## src/core/etsc_defs.vh

```
// Purpose: Constants for the external trigger switch control block.
// Assumes: 32-bit AXI4-Lite register bus, byte addresses.
// Notes:   Mode codes are two bits per trigger input.
`ifndef ETSC_DEFS_VH
`define ETSC_DEFS_VH

`define ETSC_ADDR_CTRL      8'h00
`define ETSC_ADDR_STATUS    8'h04
`define ETSC_ADDR_IRQ_STAT  8'h08
`define ETSC_ADDR_IRQ_MASK  8'h0C
`define ETSC_ADDR_CONFIG    8'h10
`define ETSC_ADDR_MEM_CMD   8'h14
`define ETSC_ADDR_MEM_STAT  8'h18

`define ETSC_MODE_OFF       2'h0
`define ETSC_MODE_EDGE      2'h1
`define ETSC_MODE_FAULT     2'h2
`define ETSC_MODE_INHIBIT   2'h3

`define ETSC_CTRL_PRI_LSB   0
`define ETSC_CTRL_SEC_LSB   2
`define ETSC_CTRL_RESET     32'h0000_0000
`define ETSC_CONFIG_RESET   32'h0000_0000

`define ETSC_CMD_SAVE_BIT   3
`define ETSC_SLOTS          5

`define ETSC_IRQ_PRI_EDGE   0
`define ETSC_IRQ_SEC_EDGE   1
`define ETSC_IRQ_SWITCH     2
`define ETSC_IRQ_BLOCKED    3
`define ETSC_IRQ_WIDTH      4

`define ETSC_RESP_OKAY      2'h0
`define ETSC_RESP_SLVERR    2'h2

`endif

```

## src/core/etsc_slots.v

```verilog
// Purpose: Five setup storage slots with occupied flags.
// Assumes: Save and recall are one-cycle pulses with a valid slot index.
// Notes:   Recall of an empty slot leaves the settings untouched.
`timescale 1ns/1ns
`default_nettype none
module etsc_slots #(
    parameter WIDTH = 32,
    parameter SLOTS = 5
) (
    input  wire             clk,
    input  wire             rst_n,
    input  wire             save,
    input  wire             recall,
    input  wire [2:0]       slot,
    input  wire [WIDTH-1:0] cur_setup,
    output reg  [WIDTH-1:0] load_setup,
    output reg              load,
    output reg  [SLOTS-1:0] occupied
);
    reg [WIDTH-1:0] mem [0:SLOTS-1];
    integer i;

    always @(posedge clk or negedge rst_n) begin
        if (!rst_n) begin
            for (i = 0; i < SLOTS; i = i + 1)
                mem[i] <= {WIDTH{1'b0}};
            occupied   <= {SLOTS{1'b0}};
            load       <= 1'b0;
            load_setup <= {WIDTH{1'b0}};
        end else begin
            load <= 1'b0;
            if (save) begin
                mem[slot]      <= cur_setup;
                occupied[slot] <= 1'b1;
            end else if (recall && occupied[slot]) begin
                load_setup <= mem[slot];
                load       <= 1'b1;
            end
        end
    end
endmodule
`default_nettype wire

```

## src/core/etsc_sync.v

```verilog
// Purpose: Three-stage input synchroniser with agreement filter and fall detect.
// Assumes: Asynchronous pin input, one clock.
// Notes:   Level changes once stages two and three agree.
`timescale 1ns/1ns
`default_nettype none
module etsc_sync (
    input  wire clk,
    input  wire rst_n,
    input  wire pin,
    output reg  level,
    output reg  fall
);
    reg s1;
    reg s2;
    reg s3;

    always @(posedge clk or negedge rst_n) begin
        if (!rst_n) begin
            s1    <= 1'b1;
            s2    <= 1'b1;
            s3    <= 1'b1;
            level <= 1'b1;
            fall  <= 1'b0;
        end else begin
            s1   <= pin;
            s2   <= s1;
            s3   <= s2;
            fall <= 1'b0;
            if (s2 == s3 && s3 != level) begin
                level <= s3;
                fall  <= ~s3;
            end
        end
    end
endmodule
`default_nettype wire

```

## src/core/etsc_top.v

```verilog
// Purpose: External trigger changeover control with setup memory, AXI4-Lite.
// Assumes: Single clock; signal check and changeover path on the same clock.
// Notes:   Registers: control, status, irq status, irq mask, config, memory.
//
// Implementation choices: the AXI4-Lite interface to the registers and the address map.
`timescale 1ns/1ns
`default_nettype none
`include "etsc_defs.vh"
// Notes on behaviour
// - Two trigger inputs, primary and secondary, each with its own mode field.
// - An input in the off mode has no effect on any changeover decision.
// - In edge mode a high-to-low transition on the input requests a changeover.
// - In fault mode a lost signal or a low input requests a changeover.
// - In inhibit mode a low input blocks every changeover, fault or not.
// - The present level of each input is readable as a separate status bit.
// - A save to one of five slots stores the whole setup and marks it occupied.
// - A recall loads a slot only if it is occupied, and occupancy is readable.
module etsc_top (
    input  wire        clk,
    input  wire        arst_n,
    input  wire        primary_trigger_pin,
    input  wire        secondary_trigger_pin,
    input  wire        signal_loss,
    output reg         changeover_req,
    output reg         changeover_blocked,
    output reg         primary_trigger_level_indication,
    output reg         secondary_trigger_level_indication,
    output reg         irq,
    input  wire [7:0]  s_axi_awaddr,
    input  wire        s_axi_awvalid,
    output reg         s_axi_awready,
    input  wire [31:0] s_axi_wdata,
    input  wire [3:0]  s_axi_wstrb,
    input  wire        s_axi_wvalid,
    output reg         s_axi_wready,
    output reg  [1:0]  s_axi_bresp,
    output reg         s_axi_bvalid,
    input  wire        s_axi_bready,
    input  wire [7:0]  s_axi_araddr,
    input  wire        s_axi_arvalid,
    output reg         s_axi_arready,
    output reg  [31:0] s_axi_rdata,
    output reg  [1:0]  s_axi_rresp,
    output reg         s_axi_rvalid,
    input  wire        s_axi_rready
);
    reg        rst_m;
    reg        rst_n;
    reg [31:0] ctrl;
    reg [31:0] config_reg;
    reg [`ETSC_IRQ_WIDTH-1:0] irq_stat;
    reg [`ETSC_IRQ_WIDTH-1:0] irq_mask;
    reg        aw_held;
    reg [7:0]  aw_addr;
    reg        w_held;
    reg [31:0] w_data;
    reg [3:0]  w_strb;
    reg        slot_save;
    reg        slot_recall;
    reg [2:0]  slot_idx;

    wire       pri_level;
    wire       pri_fall;
    wire       sec_level;
    wire       sec_fall;
    wire [63:0] load_setup;
    wire        slot_load;
    wire [`ETSC_SLOTS-1:0] occupied;

    wire [1:0] pri_mode = ctrl[`ETSC_CTRL_PRI_LSB+1:`ETSC_CTRL_PRI_LSB];
    wire [1:0] sec_mode = ctrl[`ETSC_CTRL_SEC_LSB+1:`ETSC_CTRL_SEC_LSB];

    // Reset release through two flops
    always @(posedge clk or negedge arst_n) begin
        if (!arst_n) begin
            rst_m <= 1'b0;
            rst_n <= 1'b0;
        end else begin
            rst_m <= 1'b1;
            rst_n <= rst_m;
        end
    end

    etsc_sync u_pri_sync (
        .clk   (clk),
        .rst_n (rst_n),
        .pin   (primary_trigger_pin),
        .level (pri_level),
        .fall  (pri_fall)
    );

    etsc_sync u_sec_sync (
        .clk   (clk),
        .rst_n (rst_n),
        .pin   (secondary_trigger_pin),
        .level (sec_level),
        .fall  (sec_fall)
    );

    etsc_slots #(
        .WIDTH (64),
        .SLOTS (`ETSC_SLOTS)
    ) u_slots (
        .clk        (clk),
        .rst_n      (rst_n),
        .save       (slot_save),
        .recall     (slot_recall),
        .slot       (slot_idx),
        .cur_setup  ({config_reg, ctrl}),
        .load_setup (load_setup),
        .load       (slot_load),
        .occupied   (occupied)
    );

    // Decision logic
    reg next_req;
    reg next_blocked;
    reg pri_inhibit;
    reg sec_inhibit;
    reg want;

    always @* begin
        pri_inhibit = (pri_mode == `ETSC_MODE_INHIBIT) && !pri_level;
        sec_inhibit = (sec_mode == `ETSC_MODE_INHIBIT) && !sec_level;
        want = 1'b0;
        if (pri_mode == `ETSC_MODE_EDGE && pri_fall)
            want = 1'b1;
        if (sec_mode == `ETSC_MODE_EDGE && sec_fall)
            want = 1'b1;
        if (pri_mode == `ETSC_MODE_FAULT && (signal_loss || !pri_level))
            want = 1'b1;
        if (sec_mode == `ETSC_MODE_FAULT && (signal_loss || !sec_level))
            want = 1'b1;
        // Off mode contributes nothing above
        next_blocked = pri_inhibit || sec_inhibit;
        next_req     = want && !next_blocked;
    end

    always @(posedge clk or negedge rst_n) begin
        if (!rst_n) begin
            changeover_req                     <= 1'b0;
            changeover_blocked                 <= 1'b0;
            primary_trigger_level_indication   <= 1'b1;
            secondary_trigger_level_indication <= 1'b1;
        end else begin
            changeover_req                     <= next_req;
            changeover_blocked                 <= next_blocked;
            primary_trigger_level_indication   <= pri_level;
            secondary_trigger_level_indication <= sec_level;
        end
    end

    // Interrupt events; set wins over read clear
    wire [`ETSC_IRQ_WIDTH-1:0] events = {
        want && next_blocked,
        next_req,
        sec_fall,
        pri_fall
    };
    wire rd_take = s_axi_arvalid && s_axi_arready;
    wire rd_stat = rd_take && s_axi_araddr == `ETSC_ADDR_IRQ_STAT;
    wire wr_go   = aw_held && w_held && !s_axi_bvalid;

    function [31:0] strobe_merge;
        input [31:0] old;
        input [31:0] data;
        input [3:0]  strb;
        integer k;
        begin
            strobe_merge = old;
            for (k = 0; k < 4; k = k + 1)
                if (strb[k])
                    strobe_merge[k*8 +: 8] = data[k*8 +: 8];
        end
    endfunction

    always @(posedge clk or negedge rst_n) begin
        if (!rst_n) begin
            irq_stat <= {`ETSC_IRQ_WIDTH{1'b0}};
            irq      <= 1'b0;
        end else begin
            irq_stat <= (rd_stat ? {`ETSC_IRQ_WIDTH{1'b0}} : irq_stat) | events;
            irq      <= |(irq_stat & irq_mask);
        end
    end

    // Write channel: address and data accepted in either order
    always @(posedge clk or negedge rst_n) begin
        if (!rst_n) begin
            s_axi_awready <= 1'b0;
            s_axi_wready  <= 1'b0;
            s_axi_bvalid  <= 1'b0;
            s_axi_bresp   <= `ETSC_RESP_OKAY;
            aw_held       <= 1'b0;
            w_held        <= 1'b0;
            aw_addr       <= 8'h00;
            w_data        <= 32'h0000_0000;
            w_strb        <= 4'h0;
            ctrl          <= `ETSC_CTRL_RESET;
            config_reg    <= `ETSC_CONFIG_RESET;
            irq_mask      <= {`ETSC_IRQ_WIDTH{1'b0}};
            slot_save     <= 1'b0;
            slot_recall   <= 1'b0;
            slot_idx      <= 3'h0;
        end else begin
            slot_save     <= 1'b0;
            slot_recall   <= 1'b0;
            s_axi_awready <= !aw_held && !s_axi_awready && s_axi_awvalid;
            s_axi_wready  <= !w_held && !s_axi_wready && s_axi_wvalid;
            if (s_axi_awvalid && s_axi_awready) begin
                aw_held <= 1'b1;
                aw_addr <= s_axi_awaddr;
            end
            if (s_axi_wvalid && s_axi_wready) begin
                w_held <= 1'b1;
                w_data <= s_axi_wdata;
                w_strb <= s_axi_wstrb;
            end
            if (slot_load) begin
                ctrl       <= load_setup[31:0];
                config_reg <= load_setup[63:32];
            end
            if (wr_go) begin
                aw_held      <= 1'b0;
                w_held       <= 1'b0;
                s_axi_bvalid <= 1'b1;
                s_axi_bresp  <= `ETSC_RESP_OKAY;
                case (aw_addr)
                    `ETSC_ADDR_CTRL: begin
                        ctrl <= strobe_merge(ctrl, w_data, w_strb) & 32'h0000_000F;
                    end
                    `ETSC_ADDR_CONFIG: begin
                        config_reg <= strobe_merge(config_reg, w_data, w_strb);
                    end
                    `ETSC_ADDR_IRQ_MASK: begin
                        if (w_strb[0])
                            irq_mask <= w_data[`ETSC_IRQ_WIDTH-1:0];
                    end
                    `ETSC_ADDR_MEM_CMD: begin
                        // Bad slot number answers with an error, no action
                        if (w_strb[0] && w_data[2:0] < `ETSC_SLOTS) begin
                            slot_idx    <= w_data[2:0];
                            slot_save   <= w_data[`ETSC_CMD_SAVE_BIT];
                            slot_recall <= !w_data[`ETSC_CMD_SAVE_BIT];
                        end else begin
                            s_axi_bresp <= `ETSC_RESP_SLVERR;
                        end
                    end
                    `ETSC_ADDR_STATUS, `ETSC_ADDR_IRQ_STAT, `ETSC_ADDR_MEM_STAT: begin
                        s_axi_bresp <= `ETSC_RESP_OKAY;
                    end
                    default: begin
                        s_axi_bresp <= `ETSC_RESP_SLVERR;
                    end
                endcase
            end else if (s_axi_bvalid && s_axi_bready) begin
                s_axi_bvalid <= 1'b0;
            end
        end
    end

    // Read channel
    always @(posedge clk or negedge rst_n) begin
        if (!rst_n) begin
            s_axi_arready <= 1'b0;
            s_axi_rvalid  <= 1'b0;
            s_axi_rdata   <= 32'h0000_0000;
            s_axi_rresp   <= `ETSC_RESP_OKAY;
        end else begin
            s_axi_arready <= !s_axi_arready && !s_axi_rvalid && s_axi_arvalid;
            if (rd_take) begin
                s_axi_rvalid <= 1'b1;
                s_axi_rresp  <= `ETSC_RESP_OKAY;
                case (s_axi_araddr)
                    `ETSC_ADDR_CTRL:     s_axi_rdata <= ctrl;
                    `ETSC_ADDR_STATUS: begin
                        s_axi_rdata <= {28'h000_0000, changeover_blocked, changeover_req,
                                        sec_level, pri_level};
                    end
                    `ETSC_ADDR_IRQ_STAT: s_axi_rdata <= {28'h000_0000, irq_stat};
                    `ETSC_ADDR_IRQ_MASK: s_axi_rdata <= {28'h000_0000, irq_mask};
                    `ETSC_ADDR_CONFIG:   s_axi_rdata <= config_reg;
                    `ETSC_ADDR_MEM_CMD:  s_axi_rdata <= 32'h0000_0000;
                    `ETSC_ADDR_MEM_STAT: s_axi_rdata <= {27'h000_0000, occupied};
                    default: begin
                        s_axi_rdata <= 32'h0000_0000;
                        s_axi_rresp <= `ETSC_RESP_SLVERR;
                    end
                endcase
            end else if (s_axi_rvalid && s_axi_rready) begin
                s_axi_rvalid <= 1'b0;
            end
        end
    end
endmodule
`default_nettype wire

```

## config.mk

```make
export PLATFORM = sky130hd
export DESIGN_NAME = etsc_top
export DESIGN_NICKNAME = d
export VERILOG_FILES = /design/src/core/etsc_slots.v /design/src/core/etsc_sync.v /design/src/core/etsc_top.v
export VERILOG_INCLUDE_DIRS = /design/src /design/src/core
export SDC_FILE = /design/constraint.sdc
export NUM_CORES = 1
export LEC_CHECK = 0
export BUFFER_PORTS_ARGS = -buffer_cell sky130_fd_sc_hd__buf_2
export CAP_MARGIN = 20
export CORE_MARGIN = 3
export CORE_UTILIZATION = 56
export DETAILED_ROUTE_END_ITERATION = 6
export GPL_TIMING_DRIVEN = 0
export PLACE_DENSITY = 0.79
export SYNTH_ARGS = -nofsm -noshare
export SYNTH_HDL_FRONTEND = slang
export SYNTH_SLANG_ARGS = --single-unit
```

## constraint.sdc

```tcl
create_clock -name clk -period 24.4 [get_ports clk]
set_input_delay 3.66 -clock clk [delete_from_list [all_inputs] [get_ports clk]]
set_output_delay 3.66 -clock clk [all_outputs]
set_load 0.03 [all_outputs]
```

---- Word level (Yosys, flattened, before mapping) ----
Index checks and enable logic that the tools add are counted.
storage, ports and cells
  bits in registers ....................... 571
  input bits .............................. 62
  output and inout port bits .............. 46
  word-level logic and storage cells ...... 190
operators by class
  magnitude comparators ................... 5
  equal/unequal tests ..................... 27
  muxes and demuxes ....................... 48
  bitwise logic cells ..................... 7
  reductions and logical operators ........ 54
operator list
  operator              count
  $bwmux W320           1
  $bmux W64 S3          1
  $demux W64 S3         1
  $mux W32              6
  $mux W64              3
  $pmux W32 S6          1
  $eq A8 B5 Y1 const B  6
  $eq A8 B4 Y1 const B  4
  $mux W8               4
  $logic_and A1 B1 Y1   28
  $mux W1               24
  $eq A8 B3 Y1 const B  2
  $logic_not A8 Y1      2
  $ne A3 B3 Y1 const B  5
  $logic_not A1 Y1      11
  $eq A2 B2 Y1 const B  4
  $mux W4               2
  $reduce_bool A2 Y1    4
  $reduce_or A7 Y1      1
  $reduce_and A3 Y1     2
  $reduce_or A6 Y1      1
  $or A5 B5 Y5          1
  $and A4 B4 Y4         1
  $eq A2 B1 Y1 const B  2
  other kinds (17)      24

---- Logic depth before layout (Yosys ltp) ----
Gate-level depths: netlist (run 1).
  depth in word-level cells ............... 8
  depth in mapped cells ................... 7
  gate-level depth less buffers ........... 4

---- Modules after synthesis ----
Synthesis (run 1) repeated with hierarchy kept, for this count alone.
unflattened totals
  cells, all modules ...................... 1772
  area, all modules ....................... 24730.0 µm²
by module, submodules not included
  module      times used  cells each  area each (µm²)  sequential area each (µm²)
  etsc_slots  1           1150        17077.6          9759.4
  etsc_top    1           608         7354.6           4231.6
  etsc_sync   2           7           148.9            130.1

---- Worst setup path after synthesis (run 1) ----
OpenSTA, ideal clock, no wires.
  kind .................................... input -> register
  start point ............................. input s_axi_araddr[5]
  end point ............................... register s_axi_rdata[11]
  setup time .............................. 0.083 ns
  data arrival time ....................... 4.769 ns
  required time ........................... 24.317 ns
  slack ................................... 19.549 ns
  stages on the path ...................... 5
  buffers on the path ..................... 1
  cells stage by stage .................... or3_1 nor3_2 nand3b_1 clkbuf_1 o21ai_0
on the way
  cells in the longest elaborated chain, start to end .. 2
  elaborated cells between the ends (all ways) .. 7
  classes of those cells .................. 5 x eq/ne; 1 x mux; 1 x reduce/logical
RTL lines
  element                                     line            text
  start, declared                             etsc_top.v:39   input wire [7:0] s_axi_araddr,
  $eq A8 B5 Y1, or another cell as far along  etsc_top.v:274  case (s_axi_araddr)
  $pmux W32 S6 (*)                            etsc_top.v:274
  end signal, assigned                        etsc_top.v:275  `ETSC_ADDR_CTRL: s_axi_rdata <= ctrl;
  end signal, assigned                        etsc_top.v:277  s_axi_rdata <= {28'h000_0000, changeover_blocked, changeover_req,
  end signal, assigned                        etsc_top.v:280  `ETSC_ADDR_IRQ_STAT: s_axi_rdata <= {28'h000_0000, irq_stat};
  end, declared                               etsc_top.v:42   output reg [31:0] s_axi_rdata,
Every way passes the cells marked *; elsewhere a longest branch is shown, timed or not.
A chain may end at the register's enable or synchronous reset.

---- Worst setup path in the final report (run 1) ----
  start point ............................. input s_axi_araddr[5]
  end point ............................... register s_axi_rdata[28]
The elaborated chain is that of the path after synthesis.

==> impl_metrics.toml, run 1 <==
[critical_path]
critPathRequiredTime_ns = 24.92
cp_max_fo = 10
max_stage_delay_ns = 0.54
timing.critical_path.slowest_stage_cell = "nand3b_1"
setup.worst_path.end_class = "flop"
cp_top_family = "simple AND/OR/NAND/NOR gates"
worstSetupStartpointType = "input port"
criticalPathCategory = "in2reg"
r2r_cells = 5
arrival_ns = 5.84
cp.buffers_inverters = 2
cp.depth = 6
cp_cell_sequence = "buf_2, or3_1, nor3_2, nand3b_1, clkbuf_1, o21ai_0"

[global_routing]
antenna_found_initial = 1
grt_pass1_wl_mm = 93.94
overflow = 0
grt_pass1_vias = 16280
grt_use_total_pct = 26.12
grt_start_max_net_pins = 77

[cells_and_area]
seq_area_sq_um = 14250
finalNetCount = 1959
syn_to_final_growth_pct = 14.11
n_fill_cell = 3088
final_area_sq_um = 27970
drive_gt1_share_pct = 40.72
multi_input_area_sq_um = 9667
largest_register_ffs = 320
top_regs = "u_slots.mem: 320 flops, u_slots.load_setup: 64 flops"
regMostFlops = "u_slots.mem"

[clocking]
clk_latency_ns = 0.61
cts_sinks = 569
numCtsBuffers = 58
tritoncts = "done"
htreeDepth = 2
post_cts_buffers = 0
clk_path_buf_depth = 3
ctsHoldBuffers = 0
ctsResizeCount = 0
clk_pin_slew_ns = 0.06
root_buffer = "clkbuf_16"

[sta]
grt_setup_unrepaired = "false"
setup_ws_ns = 19.07
tightestPinTransition_ns = 1.040
fin_setup_tns_ns = 0
fin_skew_ns = 0.02021
drv_slew = 0
period_needed_ns = 5.326
hold_viol = 0
timing.fmax_ghz = 0.1878
setup_viol = 0
layout_worst_path_cycle_share_pct = 21.83
maxSlewHeadroom_pct = 30.65

[route]
drt-pass1-iter-count = 5
wl_mm = 60.09
drc_errors = 0
vias_per_cell = 6.007
num_vias = 15200
wl_per_cell_um = 23.74
m1WireLength_mm = 25.01
met3_length_mm = 3.850
dr_wl_met2_mm = 29.29
dr.first_iter.drc_count = 1116
postRouteAntennaNets = 0
topRoutingLayerUsed = "met5"

[synth]
ys.flop_type = "dfrtp_1"
synthTopCellsByArea = "dfrtp_1, mux2_2, mux2i_1"
synth-seq-cells = 569
ys_warn_count = 0
synthCells = 1723
synth.distinct_cells = 48
synth-async-reset-ratio_pct = 100.0
ys_seq_area_share_pct = 58.14
syn_area_sq_um = 24510
syn_area_per_cell_sq_um = 14.23
synth_edf_count = 0
yosys.area.top_type_share_pct = 57.07
synth_top_cell_by_area = "dfrtp_1"

[placed_design]
gp_congestion = 0.8584
dp_slack_ns = 18.50
post_dp_cell_area_sq_um = 26000
dp_hpwl_mm = 39.98
io_buffer_count = 103

[run_status]
status = "finished, final reports clean"

[power]
pwr_density_cell_nw_per_um2 = 78.82
vdd_drop_max_uv = 55.95
leakagePower_nw = 13.46
finalPower_mw = 2.205

[floorplanning]
die_area_sq_um = 46310
start_util_pct = 56.77
io_pins = 108
die_h_um = 215.2
core_area_sq_um = 43170
rows = 76
die_x_um = 215.2

[min_path]
min_path_cells = 0
hold_path_class = "reg2reg"

[job]
max_cap_viol_count = 0
==> layout by cell type (no fill, tap or decap), drive strengths merged, types with 2 or more instances in the layout <==
cell type    n
nand4b       2
clkinv      10
nand3b       4
a221o       99
o21ai       38
dfrtp      559
nor3         3
or2          4
conb         3
mux4         6
inv         10
clkbuf     144
or3          2
and2        37
a21o         3
nor3b        8
bufinv       2
and3b        2
mux2i      122
buf        174
a31oi        5
a21oi       12
dfstp       10
maj3         2
clkinvlp     2
a22oi        2
nand2b       5
nor2       110
nor4         3
a22o         2
nand3        2
mux2       495
nand2       51
==> report_power, final <==
| part | internal [mW] | switching (mW) | total [mW] |
|---|---|---|---|
| logic | 0.0885 | 0.107 | 0.195 |
| clock network | 0.534 | 0.368 | 0.902 |
| registers | 1.01 | 0.0925 | 1.11 |
| total | 1.64 | 0.568 | 2.20 |
==> stage by stage <==
step           util [%]  hold WS, ns  cells
2_1_floorplan         -       0.3312   1724
3_3_place_gp      59.67       0.3386   2412
3_5_place_dp      60.22       0.3402   2422
4_1_cts           64.78       0.3571   2530
5_1_grt           64.78       0.3605   2530
6_report          64.79       0.3550   2531
==> layout make-up <==
cell class	count	area share, %
multi-input cells	1034	34.56
clock buffers	93	6.567
plain buffers	112	2.009
clock inverters	15	0.4787
diodes	1	0.008947
repair buffers	113	2.671
well taps	585	2.617
flip-flops and latches	569	50.97
inverters	9	0.1208
==> path summary, 6_finish.rpt <==
kind,endpoint,start,slack (ns)
worst max-delay path,s_axi_rdata[28]$_DFFE_PN0P_,s_axi_araddr[5],19.07
worst min-delay path,rst_n$_DFF_PN0_,rst_m$_DFF_PN0_,0.35
worst max register to register,u_slots.load_setup[8]$_DFFE_PN0P_,slot_idx[1]$_DFFE_PN0P_,21.90
worst min register to register,rst_n$_DFF_PN0_,rst_m$_DFF_PN0_,0.35
max in group asynchronous,rst_n$_DFF_PN0_,arst_n,21.48
min in group asynchronous,s_axi_rdata[28]$_DFFE_PN0P_,rst_n$_DFF_PN0_,0.49
==> metal layers <==
layer	track usage, %	up-vias
li1	-	6588
met1	34.93	7982
met2	43.33	503
met3	4.680	129
met4	9.429	2
met5	0	-
==> worst register-to-register path, delay by kind of cell (launching register included) <==
| family | cells | cell delay [ns] |
|---|---|---|
| buffers and inverters | 2 | 1.06 |
| muxes | 2 | 0.70 |
| DFF | 1 | 0.31 |
| AOI/OAI and AO/OA | 1 | 0.31 |
==> cell families (layout without fill, tap and decap cells) <==
family                     Yosys count  count (layout)  synth area share (%)
AOI/OAI and AO/OA                  166             166                 5.575
adders and majority gates            2               2               0.08168
buffers and inverters              121             342                 2.430
DFF                                569             569                 58.14
muxes                              623             623                 29.03
other                                2               4               0.03064
and+or+nand+nor                    240             240                 4.712
==> synthesized netlist by cell type, drive strengths merged (2+ instances only) <==
cell type / count
and2: 37
nand3: 2
a22oi: 2
a221o: 99
a21o: 3
or2: 4
o21ai: 38
buf: 61
mux2: 495
nand3b: 4
or3: 2
and3b: 2
dfrtp: 559
mux4: 6
nor3b: 8
nand2b: 5
mux2i: 122
inv: 9
nor2: 110
a21oi: 12
nor4: 3
conb: 2
clkbuf: 51
nor3: 3
a22o: 2
nand4b: 2
nand2: 51
dfstp: 10
maj3: 2
a31oi: 5
Power figures use the tool's default switching activity.
==> run 2, diff against run 1 <==
ABC_AREA = 1   (was not set)
clock period = 5.3 ns   (was 24.4 ns; I/O delays follow)
==> run 2 against run 1 <==
  * The flow now finishes with violations (DRC)
  * Sequential cell count unchanged
  * Final cell count increased by 44%
  * Sequential share of layout area fell by 0.40 points
  * Wire length increased by 25%
  * Critical path depth is 1 lower
  * First-iteration DRC count grew to 2.5 times the previous value
  * Non-clock buffer count is 81 higher
  * Total power grew to 5.1 times the previous value
  * Count of clock-buffer cells in the layout is 1 higher
  * Global-route usage up 6.0 points
==> impl_metrics.toml, run 2 <==
[synth]
synthTopCellsByArea = "dfrtp_1, nand2_1, o21ai_0"
syn_area_per_cell_sq_um = 8.765
synth-simple-area-share_pct = 21.67
synthCells = 2831
synth.distinct_cells = 30
synth_fa_ha_area_share_pct = 0
synth-async-reset-ratio_pct = 100.0
yosysMostFrequentCell = "nand2_1"
yosys.area.top_type_share_pct = 56.37
synth_top_cell_by_area = "dfrtp_1"
synth_top_family_by_area = "simple AND/OR/NAND/NOR gates"
ys_seq_area_share_pct = 57.43
synthXorXnorAreaFrac_pct = 0
synth_mux_area_share_pct = 0
synth_edf_count = 0
synth-seq-cells = 569
ys_top_cells_by_count = "nand2_1, dfrtp_1, o21ai_0"
ys.flop_type = "dfrtp_1"
ys_warn_count = 0
synth_compound_area_share_pct = 15.41
syn_area_sq_um = 24810

[placed_design]
dp_slack_ns = 2.595
gp_congestion = 0.9346
io_buffer_count = 105
dp_hpwl_mm = 52.15
post_dp_cell_area_sq_um = 26300

[global_routing]
grt_pass1_wl_mm = 118.0
overflow = 0
grt_use_total_pct = 32.07
antenna_found_initial = 0
grt_pass1_vias = 21450
grt_start_max_net_pins = 75

[clocking]
htreeDepth = 2
ctsResizeCount = 0
numCtsBuffers = 57
root_buffer = "clkbuf_16"
cts_sinks = 569
tritoncts = "done"
clk_latency_ns = 0.62
clk_path_buf_depth = 3
clk_pin_slew_ns = 0.06
post_cts_buffers = 0
ctsHoldBuffers = 1

[route]
vias_per_cell = 5.966
drc_errors = 1
postRouteAntennaNets = 0
wl_mm = 74.89
drt-pass1-iter-count = 7
num_vias = 21720
wl_per_cell_um = 20.57
dr.first_iter.drc_count = 2843

[critical_path]
cp_max_fo = 10
timing.critical_path.slowest_stage_cell = "clkinv_1"
setup.worst_path.end_class = "flop"
max_stage_delay_ns = 0.55
worstSetupStartpointType = "flop"
criticalPathCategory = "reg2reg"
critPathRequiredTime_ns = 5.78
timing.critical_path.mode_cell = "nand2_1"
arrival_ns = 2.79
cp_cell_sequence = "nand2_1, clkinv_1, clkbuf_1, nand2_1, nand2_1"

[sta]
period_needed_ns = 2.314
grt_setup_unrepaired = "false"
hold_viol = 0
layout_worst_path_cycle_share_pct = 43.66
setup_viol = 0
timing.fmax_ghz = 0.4321
fin_skew_ns = 0.02242
drv_slew = 0
maxSlewHeadroom_pct = 38.25
holdWs_ns = 0.2936
tightestPinTransition_ns = 0.9263
setup_ws_ns = 2.986

[cells_and_area]
regMostFlops = "u_slots.mem"
largest_register_ffs = 320
n_fill_cell = 3537
fin_util_pct = 64.87
most-common-layout-cells = "nand2_1, dfrtp_1, o21ai_0"
final_common_cell = "nand2_1"
finalNetCount = 3067
syn_to_final_growth_pct = 13.61
top_regs = "u_slots.mem: 320 flops, u_slots.load_setup: 64 flops"
final_area_sq_um = 28190
drive_gt1_share_pct = 13.11

[floorplanning]
io_pins = 108
die_x_um = 216.5
start_util_pct = 57.10
core_area_sq_um = 43460
rows = 76
die_h_um = 216.5
die_area_sq_um = 46870

[power]
finalPower_mw = 11.30
leakagePower_nw = 14.39
pwr_density_cell_nw_per_um2 = 400.8
vdd_drop_max_uv = 314.5

[job]
max_cap_viol_count = 0

[run_status]
status = "complete, but fails checks"
violations = "DRC"

[min_path]
hold_path_class = "in2reg"
run 2: layer usage:
metal / routed length (um) / global-route usage (%)
met4: 4629 / 18.08
met5: 0 / 0
met1: 29070 / 42.64
met2: 33210 / 48.79
met3: 7980 / 7.628
run 2: critical path: cells and delay by family (launching register included):
kind | cells | cell delay (ns)
DFF | 1 | 0.39
buffers and inverters | 2 | 1.01
and+or+nand+nor | 3 | 0.77
run 2: area by class of cell:
| cell class | count | area [sq um] | share of cell area [%] |
|---|---|---|---|
| Clock buffer | 94 | 1747 | 6.196 |
| Sequential cell | 569 | 14250 | 50.57 |
| Timing Repair Buffer | 114 | 755.7 | 2.681 |
| Inverter | 121 | 454.2 | 1.611 |
| Multi-Input combinational cell | 1950 | 9214 | 32.68 |
| Antenna cell | 3 | 7.507 | 0.02663 |
| Tap cell | 585 | 732.0 | 2.596 |
| Clock inverter | 12 | 127.6 | 0.4527 |
| Buffer | 192 | 898.4 | 3.187 |
run 2: power breakdown:
part	switching, mW	internal [mW]
combinational	1.57	0.610
sequential	0.289	4.79
clock	1.70	2.34
total	3.56	7.74
run 2: logic make-up after synthesis:
group	after synthesis
DFF	569
buffers and inverters	313
AOI/OAI and AO/OA	676
and+or+nand+nor	1271
other	2
run 2: per-stage QoR:
stage / TNS, ns / std cells
2_1_floorplan: -122.92 / 2832
4_1_cts: 0 / 3637
3_3_place_gp: -1039.08 / 3522
6_report: 0 / 3640
3_5_place_dp: 0 / 3530
5_1_grt: 0 / 3637
run 2: path summary, 6_finish.rpt:
kind	from	to	slack [ns]	cells past startpoint
max	s_axi_arready$_DFF_PN0_	s_axi_rdata[31]$_DFFE_PN0P_	2.99	5
min	secondary_trigger_pin	u_sec_sync.s1$_DFF_PN1_	0.29	1
max reg2reg	s_axi_arready$_DFF_PN0_	s_axi_rdata[31]$_DFFE_PN0P_	2.99	5
min reg2reg	rst_n$_DFF_PN0_	u_slots.mem[32]$_DFFE_PN0P_	0.35	0
max in group asynchronous	rst_n$_DFF_PN0_	u_slots.mem[71]$_DFFE_PN0P_	3.46	3
min in group asynchronous	rst_n$_DFF_PN0_	u_slots.mem[32]$_DFFE_PN0P_	0.35	0
